### src/common/flags_pkg.sv
// Package for the processor flag register block
package flags_pkg;
	// ==========================================================
	// Register map
	localparam logic [7:0] flags_index = 8'h03;
	localparam logic [11:0] flags_addr = 12'h00c;
	localparam logic [11:0] ctrl_addr = 12'h010;
	// ==========================================================
	// Field positions
	localparam int carry_pos = 0;
	localparam int digit_pos = 1;
	localparam int zero_pos = 2;
	localparam int pd_pos = 3;
	localparam int to_pos = 4;
	localparam int rp_lo_pos = 5;
	localparam int rp_hi_pos = 6;
	localparam int irp_pos = 7;
	localparam int psa_pos = 0;
	// ==========================================================
	// Reset values
	localparam logic [7:0] flags_reset = 8'h18;
	localparam logic [7:0] ctrl_reset = 8'h00;
	// ==========================================================
	// Datapath operations
	typedef enum logic [2:0] {
		op_none = 3'b000,
		op_add = 3'b001,
		op_sub = 3'b010,
		op_logic = 3'b011,
		op_rot_left = 3'b100,
		op_rot_right = 3'b101
	} alu_op_t;
	typedef struct packed {
		alu_op_t op;
		logic [7:0] a;
		logic [7:0] b;
		logic dest_flags;
		logic [7:0] write_data;
	} alu_req_t;
	typedef struct packed {
		logic watchdog_clear_instruction;
		logic sleep_instruction;
		logic watchdog_expired;
	} power_evt_t;
endpackage : flags_pkg

### src/logic/cpu_status_flag_register.sv
// Processor flag register with APB access and datapath flag updates
// What this block does
// - Timeout flag set on power-up/clear/sleep; watchdog clears
// - Powerdown flag set power-up/clear; sleep clears it
// - Digit carry from bit three carry-out
// - Carry from most significant bit carry-out
// - Add and subtract instructions update both carries
// - Subtract adds two's complement of second operand
// - Rotates load carry from shifted-out bit
// - Prescaler on watchdog gives timer 1:1
// - Flag-writing instruction keeps computed flags
// - Software cannot write timeout or powerdown
// - Subtract carries mean no borrow when set
//
// Implementation choice: register access over APB.
`timescale 1ns/1ps
module cpu_status_flag_register
	import flags_pkg::*;
(
	// Clock and reset
	input wire logic clk,
	input wire logic rst_n,
	// APB slave
	input wire logic psel,
	input wire logic penable,
	input wire logic pwrite,
	input wire logic [11:0] paddr,
	input wire logic [31:0] pwdata,
	output logic [31:0] prdata,
	output logic pready,
	output logic pslverr,
	// Datapath
	input wire alu_req_t alu_req,
	input wire power_evt_t power_evt,
	output logic [7:0] alu_result,
	// Bank and prescaler outputs
	output logic [1:0] direct_bank_select,
	output logic indirect_bank_bit,
	output logic [1:0] direct_bank,
	output logic [1:0] indirect_bank_pair,
	output logic timer_prescale_bypass
);
	// ==========================================================
	// State
	logic [7:0] processor_flags;
	logic [7:0] ctrl;
	logic [8:0] sum;
	logic [4:0] nibble_sum;
	logic [7:0] operand_b;
	logic [7:0] result;
	logic next_carry;
	logic next_digit;
	logic affects_carries;
	logic affects_zero;
	logic wr_flags;
	logic wr_ctrl;

	assign pready = 1'b1;
	assign wr_flags = psel && penable && pwrite && (paddr == flags_addr);
	assign wr_ctrl = psel && penable && pwrite && (paddr == ctrl_addr);
	assign pslverr = psel && penable && (paddr != flags_addr) && (paddr != ctrl_addr);

	// ==========================================================
	// Arithmetic flags
	always_comb begin
		// Subtract stores no borrow as a set carry, so adding ~b + 1 gives both carries for free
		operand_b = (alu_req.op == op_sub) ? ~alu_req.b : alu_req.b;
		sum = {1'b0, alu_req.a} + {1'b0, operand_b} + {8'h00, alu_req.op == op_sub};
		nibble_sum = {1'b0, alu_req.a[3:0]} + {1'b0, operand_b[3:0]} + {4'h0, alu_req.op == op_sub};
		next_carry = processor_flags[carry_pos];
		next_digit = processor_flags[digit_pos];
		result = sum[7:0];
		affects_carries = 1'b0;
		affects_zero = 1'b0;
		unique case (alu_req.op)
			op_add, op_sub: begin
				next_carry = sum[8];
				next_digit = nibble_sum[4];
				affects_carries = 1'b1;
				affects_zero = 1'b1;
			end
			op_logic: begin
				result = alu_req.a;
				affects_zero = 1'b1;
			end
			op_rot_left: begin
				result = {alu_req.a[6:0], processor_flags[carry_pos]};
				next_carry = alu_req.a[7];
				affects_carries = 1'b1;
			end
			op_rot_right: begin
				result = {processor_flags[carry_pos], alu_req.a[7:1]};
				next_carry = alu_req.a[0];
				affects_carries = 1'b1;
			end
			default: begin
				result = alu_req.a;
			end
		endcase
	end

	always_ff @(posedge clk or negedge rst_n) begin
		if (!rst_n) begin
			alu_result <= 8'h00;
		end else begin
			alu_result <= result;
		end
	end

	// ==========================================================
	// Flag register
	always_ff @(posedge clk or negedge rst_n) begin
		if (!rst_n) begin
			processor_flags <= flags_reset;
		end else begin
			if (alu_req.dest_flags) begin
				processor_flags[irp_pos] <= alu_req.write_data[irp_pos];
				processor_flags[rp_hi_pos] <= alu_req.write_data[rp_hi_pos];
				processor_flags[rp_lo_pos] <= alu_req.write_data[rp_lo_pos];
				processor_flags[zero_pos] <= alu_req.write_data[zero_pos];
				processor_flags[digit_pos] <= alu_req.write_data[digit_pos];
				processor_flags[carry_pos] <= alu_req.write_data[carry_pos];
			end else if (wr_flags) begin
				// Timeout and powerdown stay out of reach of software
				processor_flags[7:5] <= pwdata[7:5];
				processor_flags[2:0] <= pwdata[2:0];
			end
			// Computed flags win over the data write to the same bits
			if (affects_zero) begin
				processor_flags[zero_pos] <= (result == 8'h00);
			end
			if (affects_carries) begin
				processor_flags[carry_pos] <= next_carry;
				if (alu_req.op == op_add || alu_req.op == op_sub) begin
					processor_flags[digit_pos] <= next_digit;
				end
			end
			// Expiry wins over instructions in the same cycle
			if (power_evt.watchdog_expired) begin
				processor_flags[to_pos] <= 1'b0;
			end else if (power_evt.watchdog_clear_instruction || power_evt.sleep_instruction) begin
				processor_flags[to_pos] <= 1'b1;
			end
			if (power_evt.sleep_instruction) begin
				processor_flags[pd_pos] <= 1'b0;
			end else if (power_evt.watchdog_clear_instruction) begin
				processor_flags[pd_pos] <= 1'b1;
			end
		end
	end

	// ==========================================================
	// Control register
	always_ff @(posedge clk or negedge rst_n) begin
		if (!rst_n) begin
			ctrl <= ctrl_reset;
		end else if (wr_ctrl) begin
			ctrl <= {7'h00, pwdata[psa_pos]};
		end
	end

	// ==========================================================
	// Read data and outputs
	always_ff @(posedge clk or negedge rst_n) begin
		if (!rst_n) begin
			prdata <= 32'h00000000;
		end else if (psel && !penable && !pwrite) begin
			prdata <= (paddr == flags_addr) ? {24'h000000, processor_flags} :
				(paddr == ctrl_addr) ? {24'h000000, ctrl} : 32'h00000000;
		end
	end

	assign direct_bank_select = processor_flags[rp_hi_pos:rp_lo_pos];
	assign indirect_bank_bit = processor_flags[irp_pos];
	assign direct_bank = processor_flags[rp_hi_pos:rp_lo_pos];
	assign indirect_bank_pair = {processor_flags[irp_pos], 1'b0};
	assign timer_prescale_bypass = ctrl[psa_pos];

	// ==========================================================
	// Checks
	a_sleep_clears_pd: assert property (@(posedge clk) disable iff (!rst_n)
		power_evt.sleep_instruction |=> !processor_flags[pd_pos]) else $error("pd not cleared");
	a_wdt_clears_to: assert property (@(posedge clk) disable iff (!rst_n)
		power_evt.watchdog_expired |=> !processor_flags[to_pos]) else $error("to not cleared");
	a_clr_sets_to: assert property (@(posedge clk) disable iff (!rst_n)
		power_evt.watchdog_clear_instruction && !power_evt.watchdog_expired && !power_evt.sleep_instruction
		|=> processor_flags[to_pos] && processor_flags[pd_pos]) else $error("clear failed");
	a_add_carry: assert property (@(posedge clk) disable iff (!rst_n)
		alu_req.op == op_add |=> processor_flags[carry_pos] == $past(sum[8])) else $error("bad carry");
	a_sub_noborrow: assert property (@(posedge clk) disable iff (!rst_n)
		alu_req.op == op_sub |=> processor_flags[carry_pos] == ($past(alu_req.a) >= $past(alu_req.b)))
		else $error("bad borrow");
	a_digit_carry: assert property (@(posedge clk) disable iff (!rst_n)
		alu_req.op == op_add |=> processor_flags[digit_pos] ==
		($past(alu_req.a[3:0]) + $past(alu_req.b[3:0]) > 5'h0f)) else $error("bad digit carry");
	a_zero_flag: assert property (@(posedge clk) disable iff (!rst_n)
		alu_req.op == op_logic |=> processor_flags[zero_pos] == ($past(alu_req.a) == 8'h00))
		else $error("bad zero");
	a_rot_carry: assert property (@(posedge clk) disable iff (!rst_n)
		alu_req.op == op_rot_left |=> processor_flags[carry_pos] == $past(alu_req.a[7])) else $error("bad rotate");
	a_sw_no_to: assert property (@(posedge clk) disable iff (!rst_n)
		wr_flags && power_evt == 3'b000 |=> $stable(processor_flags[4:3])) else $error("to/pd written");
endmodule : cpu_status_flag_register

### config.mk
export PLATFORM = sky130hd
export DESIGN_NAME = cpu_status_flag_register
export DESIGN_NICKNAME = d
export VERILOG_FILES = /design/src/common/flags_pkg.sv /design/src/logic/cpu_status_flag_register.sv
export SDC_FILE = /design/constraint.sdc
export NUM_CORES = 1
export LEC_CHECK = 0
export BUFFER_PORTS_ARGS = -buffer_cell sky130_fd_sc_hd__buf_2
export CELL_PAD_IN_SITES_DETAIL_PLACEMENT = 0
export CELL_PAD_IN_SITES_GLOBAL_PLACEMENT = 2
export CORE_UTILIZATION = 23
export CTS_CLUSTER_DIAMETER = 50
export CTS_CLUSTER_SIZE = 10
export DETAILED_ROUTE_END_ITERATION = 8
export PLACE_DENSITY_LB_ADDON = 0.08
export SLEW_MARGIN = 20
export SYNTH_ARGS = -nofsm -noshare
export SYNTH_HDL_FRONTEND = slang
export SYNTH_SLANG_ARGS = --single-unit
### constraint.sdc
create_clock -name clk -period 1.6 [get_ports clk]
set_input_delay 0.16 -clock clk [delete_from_list [all_inputs] [get_ports clk]]
set_output_delay 0.16 -clock clk [all_outputs]
set_load 0.01 [all_outputs]
Yosys cells after proc, flatten, opt, wreduce, memory -nomap -nowiden:

Index checks and enable logic that the tools add are counted.
W data, S select, Z words.

* flip-flop bits (word level): 49
* input port bits: 80
* logic and storage cells: 66

* $add $sub $neg: 4
* equal/unequal tests: 11
* mux-type cells: 19
* bitwise operators: 1
* reduce and logical (&&, ||, !) cells: 22

Operators by type and width (count)
* $pmux W8 S3: 1
* $mux W8: 2
* $eq A12 B4 Y1 const B: 1
* $eq A12 B5 Y1 const B: 1
* $mux W3: 4
* $ne A12 B4 Y1 const B: 1
* $ne A12 B5 Y1 const B: 1
* $mux W1: 10
* $add A8 B8 Y9: 1
* $add A9 B1 Y9: 1
* $logic_and A1 B1 Y1: 8
* $logic_not A8 Y1: 1
* $not A8 Y8: 1
* $eq A3 B2 Y1 const B: 2
* $eq A3 B3 Y1 const B: 2
* $reduce_bool A2 Y1: 3
* $reduce_bool A3 Y1: 2
* $add A4 B4 Y5: 1
* $add A5 B1 Y5: 1
* $ne A4 B1 Y1 const B: 1
* $reduce_or A4 Y1: 1
* $eq A3 B1 Y1 const B: 1
* $ne A3 B2 Y1 const B: 1
* $pmux W1 S3: 1
* 6 further kinds: 8

Logic depth before layout (Yosys ltp):

* word-level depth: 7
* mapped depth: 12
* gate-level depth less buffers: 11

Worst setup path after synthesis:

OpenSTA, ideal clock, no wires.

* path kind: input to register
* from: in alu_req[26] in the netlist's numbering
* to: reg processor_flags[2]
* library setup time: 103 ps
* arrival: 2602 ps
* path slack: -1106 ps
* stages on the path: 12
* buffers on the path: 2
* path through: buf_2 -> and2_1 -> buf_2 -> xor2_1 -> inv_1 -> fa_1 -> and3b_1 -> o21ai_0 -> a21boi_0 -> o31ai_1 -> or4_1 -> o41ai_2

* word-level cells in the longest chain between the ends: 7

RTL lines
* start: declaration: line cpu_status_flag_register.sv:33 `input wire alu_req_t alu_req,`
* $eq A3 B2 Y1: line cpu_status_flag_register.sv:67, cpu_status_flag_register.sv:68, cpu_status_flag_register.sv:75
* $mux W8: line cpu_status_flag_register.sv:67 `operand_b = (alu_req.op == op_sub) ? ~alu_req.b : alu_req.b;`
* $add A8 B8 Y9: line cpu_status_flag_register.sv:68 `sum = {1'b0, alu_req.a} + {1'b0, operand_b} + {8'h00, alu_req.op == op_sub};`
* $add A9 B1 Y9: line cpu_status_flag_register.sv:68
* $pmux W8 S3 *: line cpu_status_flag_register.sv:75 `unique case (alu_req.op)`
* named net result[6]: line cpu_status_flag_register.sv:50 `logic [7:0] result;`
* $logic_not A8 Y1 *: line cpu_status_flag_register.sv:130 `processor_flags[zero_pos] <= (result == 8'h00);`
* $mux W1 *: line cpu_status_flag_register.sv:129 `if (affects_zero) begin`
* end signal: indexed assignment: line cpu_status_flag_register.sv:130
* end signal: indexed assignment: line cpu_status_flag_register.sv:133 `processor_flags[carry_pos] <= next_carry;`
* end signal: indexed assignment: line cpu_status_flag_register.sv:135 `processor_flags[digit_pos] <= next_digit;`
* end: declaration: line cpu_status_flag_register.sv:45 `logic [7:0] processor_flags;`

Mark *: on every way through the listed nets, which the timed path passes. The rest lies on a longest branch.
A chain may end at the register's enable or synchronous reset.

Worst setup path in the final report:

* from: in alu_req[27] in the netlist's numbering
* to: reg processor_flags[2]

The elaborated chain is that of the path after synthesis.

==> tab_implementation.tex <==
\begin{tabular}{lr}
\hline
Metric & Value \\
\hline
\multicolumn{2}{l}{\textbf{Placed design}} \\
\quad Number of cells in the design after placement & 448 \\
\quad Input/output buffers & between 70 and 80 \\
\quad Dpl hpwl & around 4800 microns \\
\quad Routability Congestion & 0.7757 \\
\multicolumn{2}{l}{\textbf{Setup path}} \\
\quad Series of cell instances along the critical path & buf\_8, nor2\_4, and2\_4, buf\_6, xor2\_2, ha\_1, and3b\_1, or2\_1, xnor2\_1, o21ai\_1, or4\_4, o41ai\_2 \\
\quad Critical path data arrival time & $\sim$2.5 ns \\
\quad Endpoint kind of the worst setup timing path & flip-flop \\
\quad Library cell contributing the largest single delay on the critical path & or4\_4 \\
\quad Startpoint kind of the worst setup timing path & primary input \\
\quad Delay contributed by the slowest stage of the critical path & 0.52 ns \\
\quad Type of the worst setup path & primary input to flip-flop \\
\quad Worst Path Required & roughly 1.8 ns \\
\quad Maximum fanout encountered on the critical timing path & 4 \\
\multicolumn{2}{l}{\textbf{Synth}} \\
\quad Number of enable-type register cells in the synthesized netlist & 0 \\
\quad Unique cell type count in the Yosys netlist & 49 \\
\quad Yosys warning total & 0 \\
\quad Synth Register Bits & 25 \\
\quad Post-Syn Area & between 0.002 and 0.0025 sq mm \\
\quad Instance count of the mapped netlist & $\sim$230 \\
\quad Cell taking the most area after synthesis & dfrtp\_1 \\
\quad Top flip-flop cell by instance count after synthesis & dfrtp\_1 \\
\quad Share of the synthesized area in the top cell type & 0.2785 \\
\quad Share of flip-flops with an asynchronous set or reset after synthesis & 1.000 \\
\quad Post-Synthesis Mean Instance Area & $\sim$8.8 sq um \\
\quad Fraction of the yosys area taken by sequential cells & 0.3039 \\
\quad Main area contributors after synthesis & dfrtp\_1 (28\%), buf\_4 (12\%), mux2i\_1 (5.8\%) \\
\multicolumn{2}{l}{\textbf{Layout}} \\
\quad Count of non-filler cells in the finished layout & $\sim$460 \\
\quad Most frequent cells in the layout & buf\_2 (73), buf\_4 (45), conb\_1 (26) \\
\quad Antenna diode count & 0 \\
\quad Fraction of layout instances using a drive strength above 1 & 0.4339 \\
\quad Number of nets in the layout & 439 \\
\quad Fillers & 967 \\
\quad Synth-to-layout area growth & 41.46\% \\
\quad Commonest non-fill, non-tap cell in the layout & buf\_2 \\
\multicolumn{2}{l}{\textbf{Floorplanning}} \\
\quad Number of top-level pins & 130 \\
\quad Chip Height & just under 100 microns \\
\quad Full die area & around 0.0094 sq mm \\
\quad Core footprint & slightly below 0.009 sq mm \\
\quad Horiz. Die Dim & about 97 microns \\
\quad Initial core utilization & 0.2370 \\
\quad Standard-cell row count & 34 \\
\multicolumn{2}{l}{\textbf{CTS}} \\
\quad Clock-pin transition on the worst setup and hold timing paths & 0.09 ns \\
\quad TritonCTS clock tree & done \\
\quad Sink count of the clock tree & 25 \\
\quad Clk\_lat worst skew & $\sim$0.27 ns \\
\quad Clock buffer depth & 2 \\
\quad Root buf cell & clkbuf\_8 \\
\quad Cts bufs inserted & 3 \\
\quad H-tree lvl count & 1 \\
\multicolumn{2}{l}{\textbf{Job}} \\
\quad Max-capacitance violation count & 0 \\
\multicolumn{2}{l}{\textbf{Timing}} \\
\quad Slew Limit Headroom & 0.6124 \\
\quad Period minus WS final & roughly 2.3 ns \\
\quad RSZ-0062 raised after global routing & true \\
\quad Number of hold violations in the final report & 0 \\
\quad Endpoints failing setup & 9 \\
\quad Total Neg Setup Slack & -2.051 ns \\
\quad Post-route worst setup slack & -0.6770 ns \\
\quad Pin slew with the least headroom to its limit & 0.5814 ns \\
\quad Worst-case clock skew & a little under 0.003 ns \\
\quad Portion of the clock cycle consumed by the worst path in the final layout & 1.423 \\
\quad Max frequency & $\sim$440 MHz \\
\quad Final-report max-slew violation count & 0 \\
\multicolumn{2}{l}{\textbf{Detailed routing}} \\
\quad Final WL & $\sim$5800 microns \\
\quad Number of vias after detailed routing & approximately 2000 \\
\quad Average wire per standard cell & roughly 13 microns \\
\quad Count of routing violations after the opening detailed-route iteration & slightly above 40 \\
\quad DRT antenna net count & 0 \\
\quad Length of the first detailed-routing pass in iterations & 4 \\
\quad Vias per Instance & approximately 4.3 \\
\quad Count of unresolved DRC violations after routing & 0 \\
\multicolumn{2}{l}{\textbf{Power}} \\
\quad Leakage dissipation & approximately 0.0015 uW \\
\quad Worst-case vdd ir drop & just under 0.0003 V \\
\quad Post-route total power & between 1500 and 2000 uW \\
\quad Power density over the cells & about 630 mW/mm\^{}2 \\
\multicolumn{2}{l}{\textbf{Outcome}} \\
\quad Violated checks & setup timing \\
\quad Status & complete, but fails checks \\
\multicolumn{2}{l}{\textbf{Global route}} \\
\quad Overall global routing resource usage & 0.1266 \\
\quad Largest net degree at the start of global routing & 26 \\
\quad First-pass GRT wire length & slightly below 10000 microns \\
\quad Total gr overflow & 0 \\
\quad Via count of the first global-routing pass & 2006 \\
\quad Number of antenna violations at the first check in global routing & 0 \\
\multicolumn{2}{l}{\textbf{Min path}} \\
\quad Kind of path behind the tightest hold check & primary input to flip-flop \\
\hline
\end{tabular}
## cell type report
type / instances / area [sq um] / share of cell area
clock buffer: 3 / 41.29 / 0.01412
clock inverter: 1 / 7.507 / 0.002567
inverter: 4 / 15.01 / 0.005135
multi-input combinational: 188 / 1291 / 0.4416
sequential: 25 / 628.1 / 0.2148
tap: 108 / 135.1 / 0.04621
timing repair buffer: 127 / 805.8 / 0.2756
## per-stage QoR
stage	hold slack [ns]	util	cell area (sq um)	setup slack [ns]
floorplan	-0.1356	-	2181	-0.8587
global placement	0.1977	0.3146	2744	-1.012
detailed placement	0.1983	0.3146	2744	-1.075
CTS	0.01188	0.3334	2908	-0.6865
global route	0.01143	0.3353	2924	-0.7990
finish	0.02204	0.3353	2924	-0.6770
## cell usage after synthesis, drive strengths merged (2+ instances only)
cell	number
a21oi	13
or3	2
o21ai	16
nor3	7
inv	4
o31ai	2
and3b	2
o211a	2
nand3b	2
nor2b	2
mux2	3
conb	2
dfrtp	23
nand2b	3
xnor2	3
a21boi	2
o211ai	2
dfstp	2
clkbuf	2
buf	39
and2	2
a21o	3
ha	9
nand2	17
mux2i	12
o22ai	2
nor2	19
o21a	2
a22o	7
xor2	10
nand3	4
## critical path, delay by kind of cell
kind	cells	cell delay, ns
AOI/OAI and AO/OA	2	0.29
xor gates and xnor gates	2	0.28
adders and majority gates	1	0.26
buffers and inverters	2	0.20
and+or+nand+nor	5	1.24
## sequential cells by signal, summed over array words and instances (netlist names)
name / count
prdata: 8
alu_result: 8
ctrl: 1
processor_flags: 8
## worst paths after layout
kind | start | end | slack (ns) | cells past startpoint
setup / recovery | alu_req[27] | processor_flags[2] | -0.68 | 12
hold / removal | power_evt[1] | processor_flags[3] | 0.02 | 2
setup reg to reg | processor_flags[0] | processor_flags[2] | 0.26 | 5
hold reg to reg | prdata[0] | prdata[0] | 0.49 | 2
max in group asynchronous | rst_n | alu_result[6] | 0.80 | 2
min in group asynchronous | rst_n | prdata[6] | 0.42 | 2
## report_power, final
part / internal, uW / switching, uW
clock: 176 / 207
combinational: 376 / 368
sequential: 684 / 26.8
total: 1240 / 602
## layer usage
metal / vias up / GRT usage / part of all wire
met1: 898 / 0.1657 / 0.46
met5: - / 0 / 0
met2: 67 / 0.2178 / 0.48
li1: 997 / - / -
met3: 8 / 0.01228 / 0.041
met4: 0 / 0.04133 / 0.017
## timing repair
| item | 4_1_cts | 5_1_grt |
|---|---|---|
| pin swaps | 11 | 4 |
| hold endpoints to repair | 24 | 0 |
| gates cloned | 0 | 0 |
| endpoints found under the setup margin | 9 | 9 |
| hold buffers | 2 | 0 |
| setup buffers | 4 | 1 |
| resized for setup | 19 | 6 |
## logic make-up after synthesis
kind of cell / after synthesis / synth area share
buffers and inverters: 45 / 0.1483
other: 2 / 0.003633
AND/OR/NAND/NOR: 64 / 0.1489
multiplexers: 15 / 0.07627
AO/OA/AOI/OAI: 60 / 0.1998
flip-flops: 25 / 0.3039
XOR/XNOR: 13 / 0.05509
adder cells (fa/ha/maj): 10 / 0.06417
No activity file was read; power rests on OpenSTA's default activity.
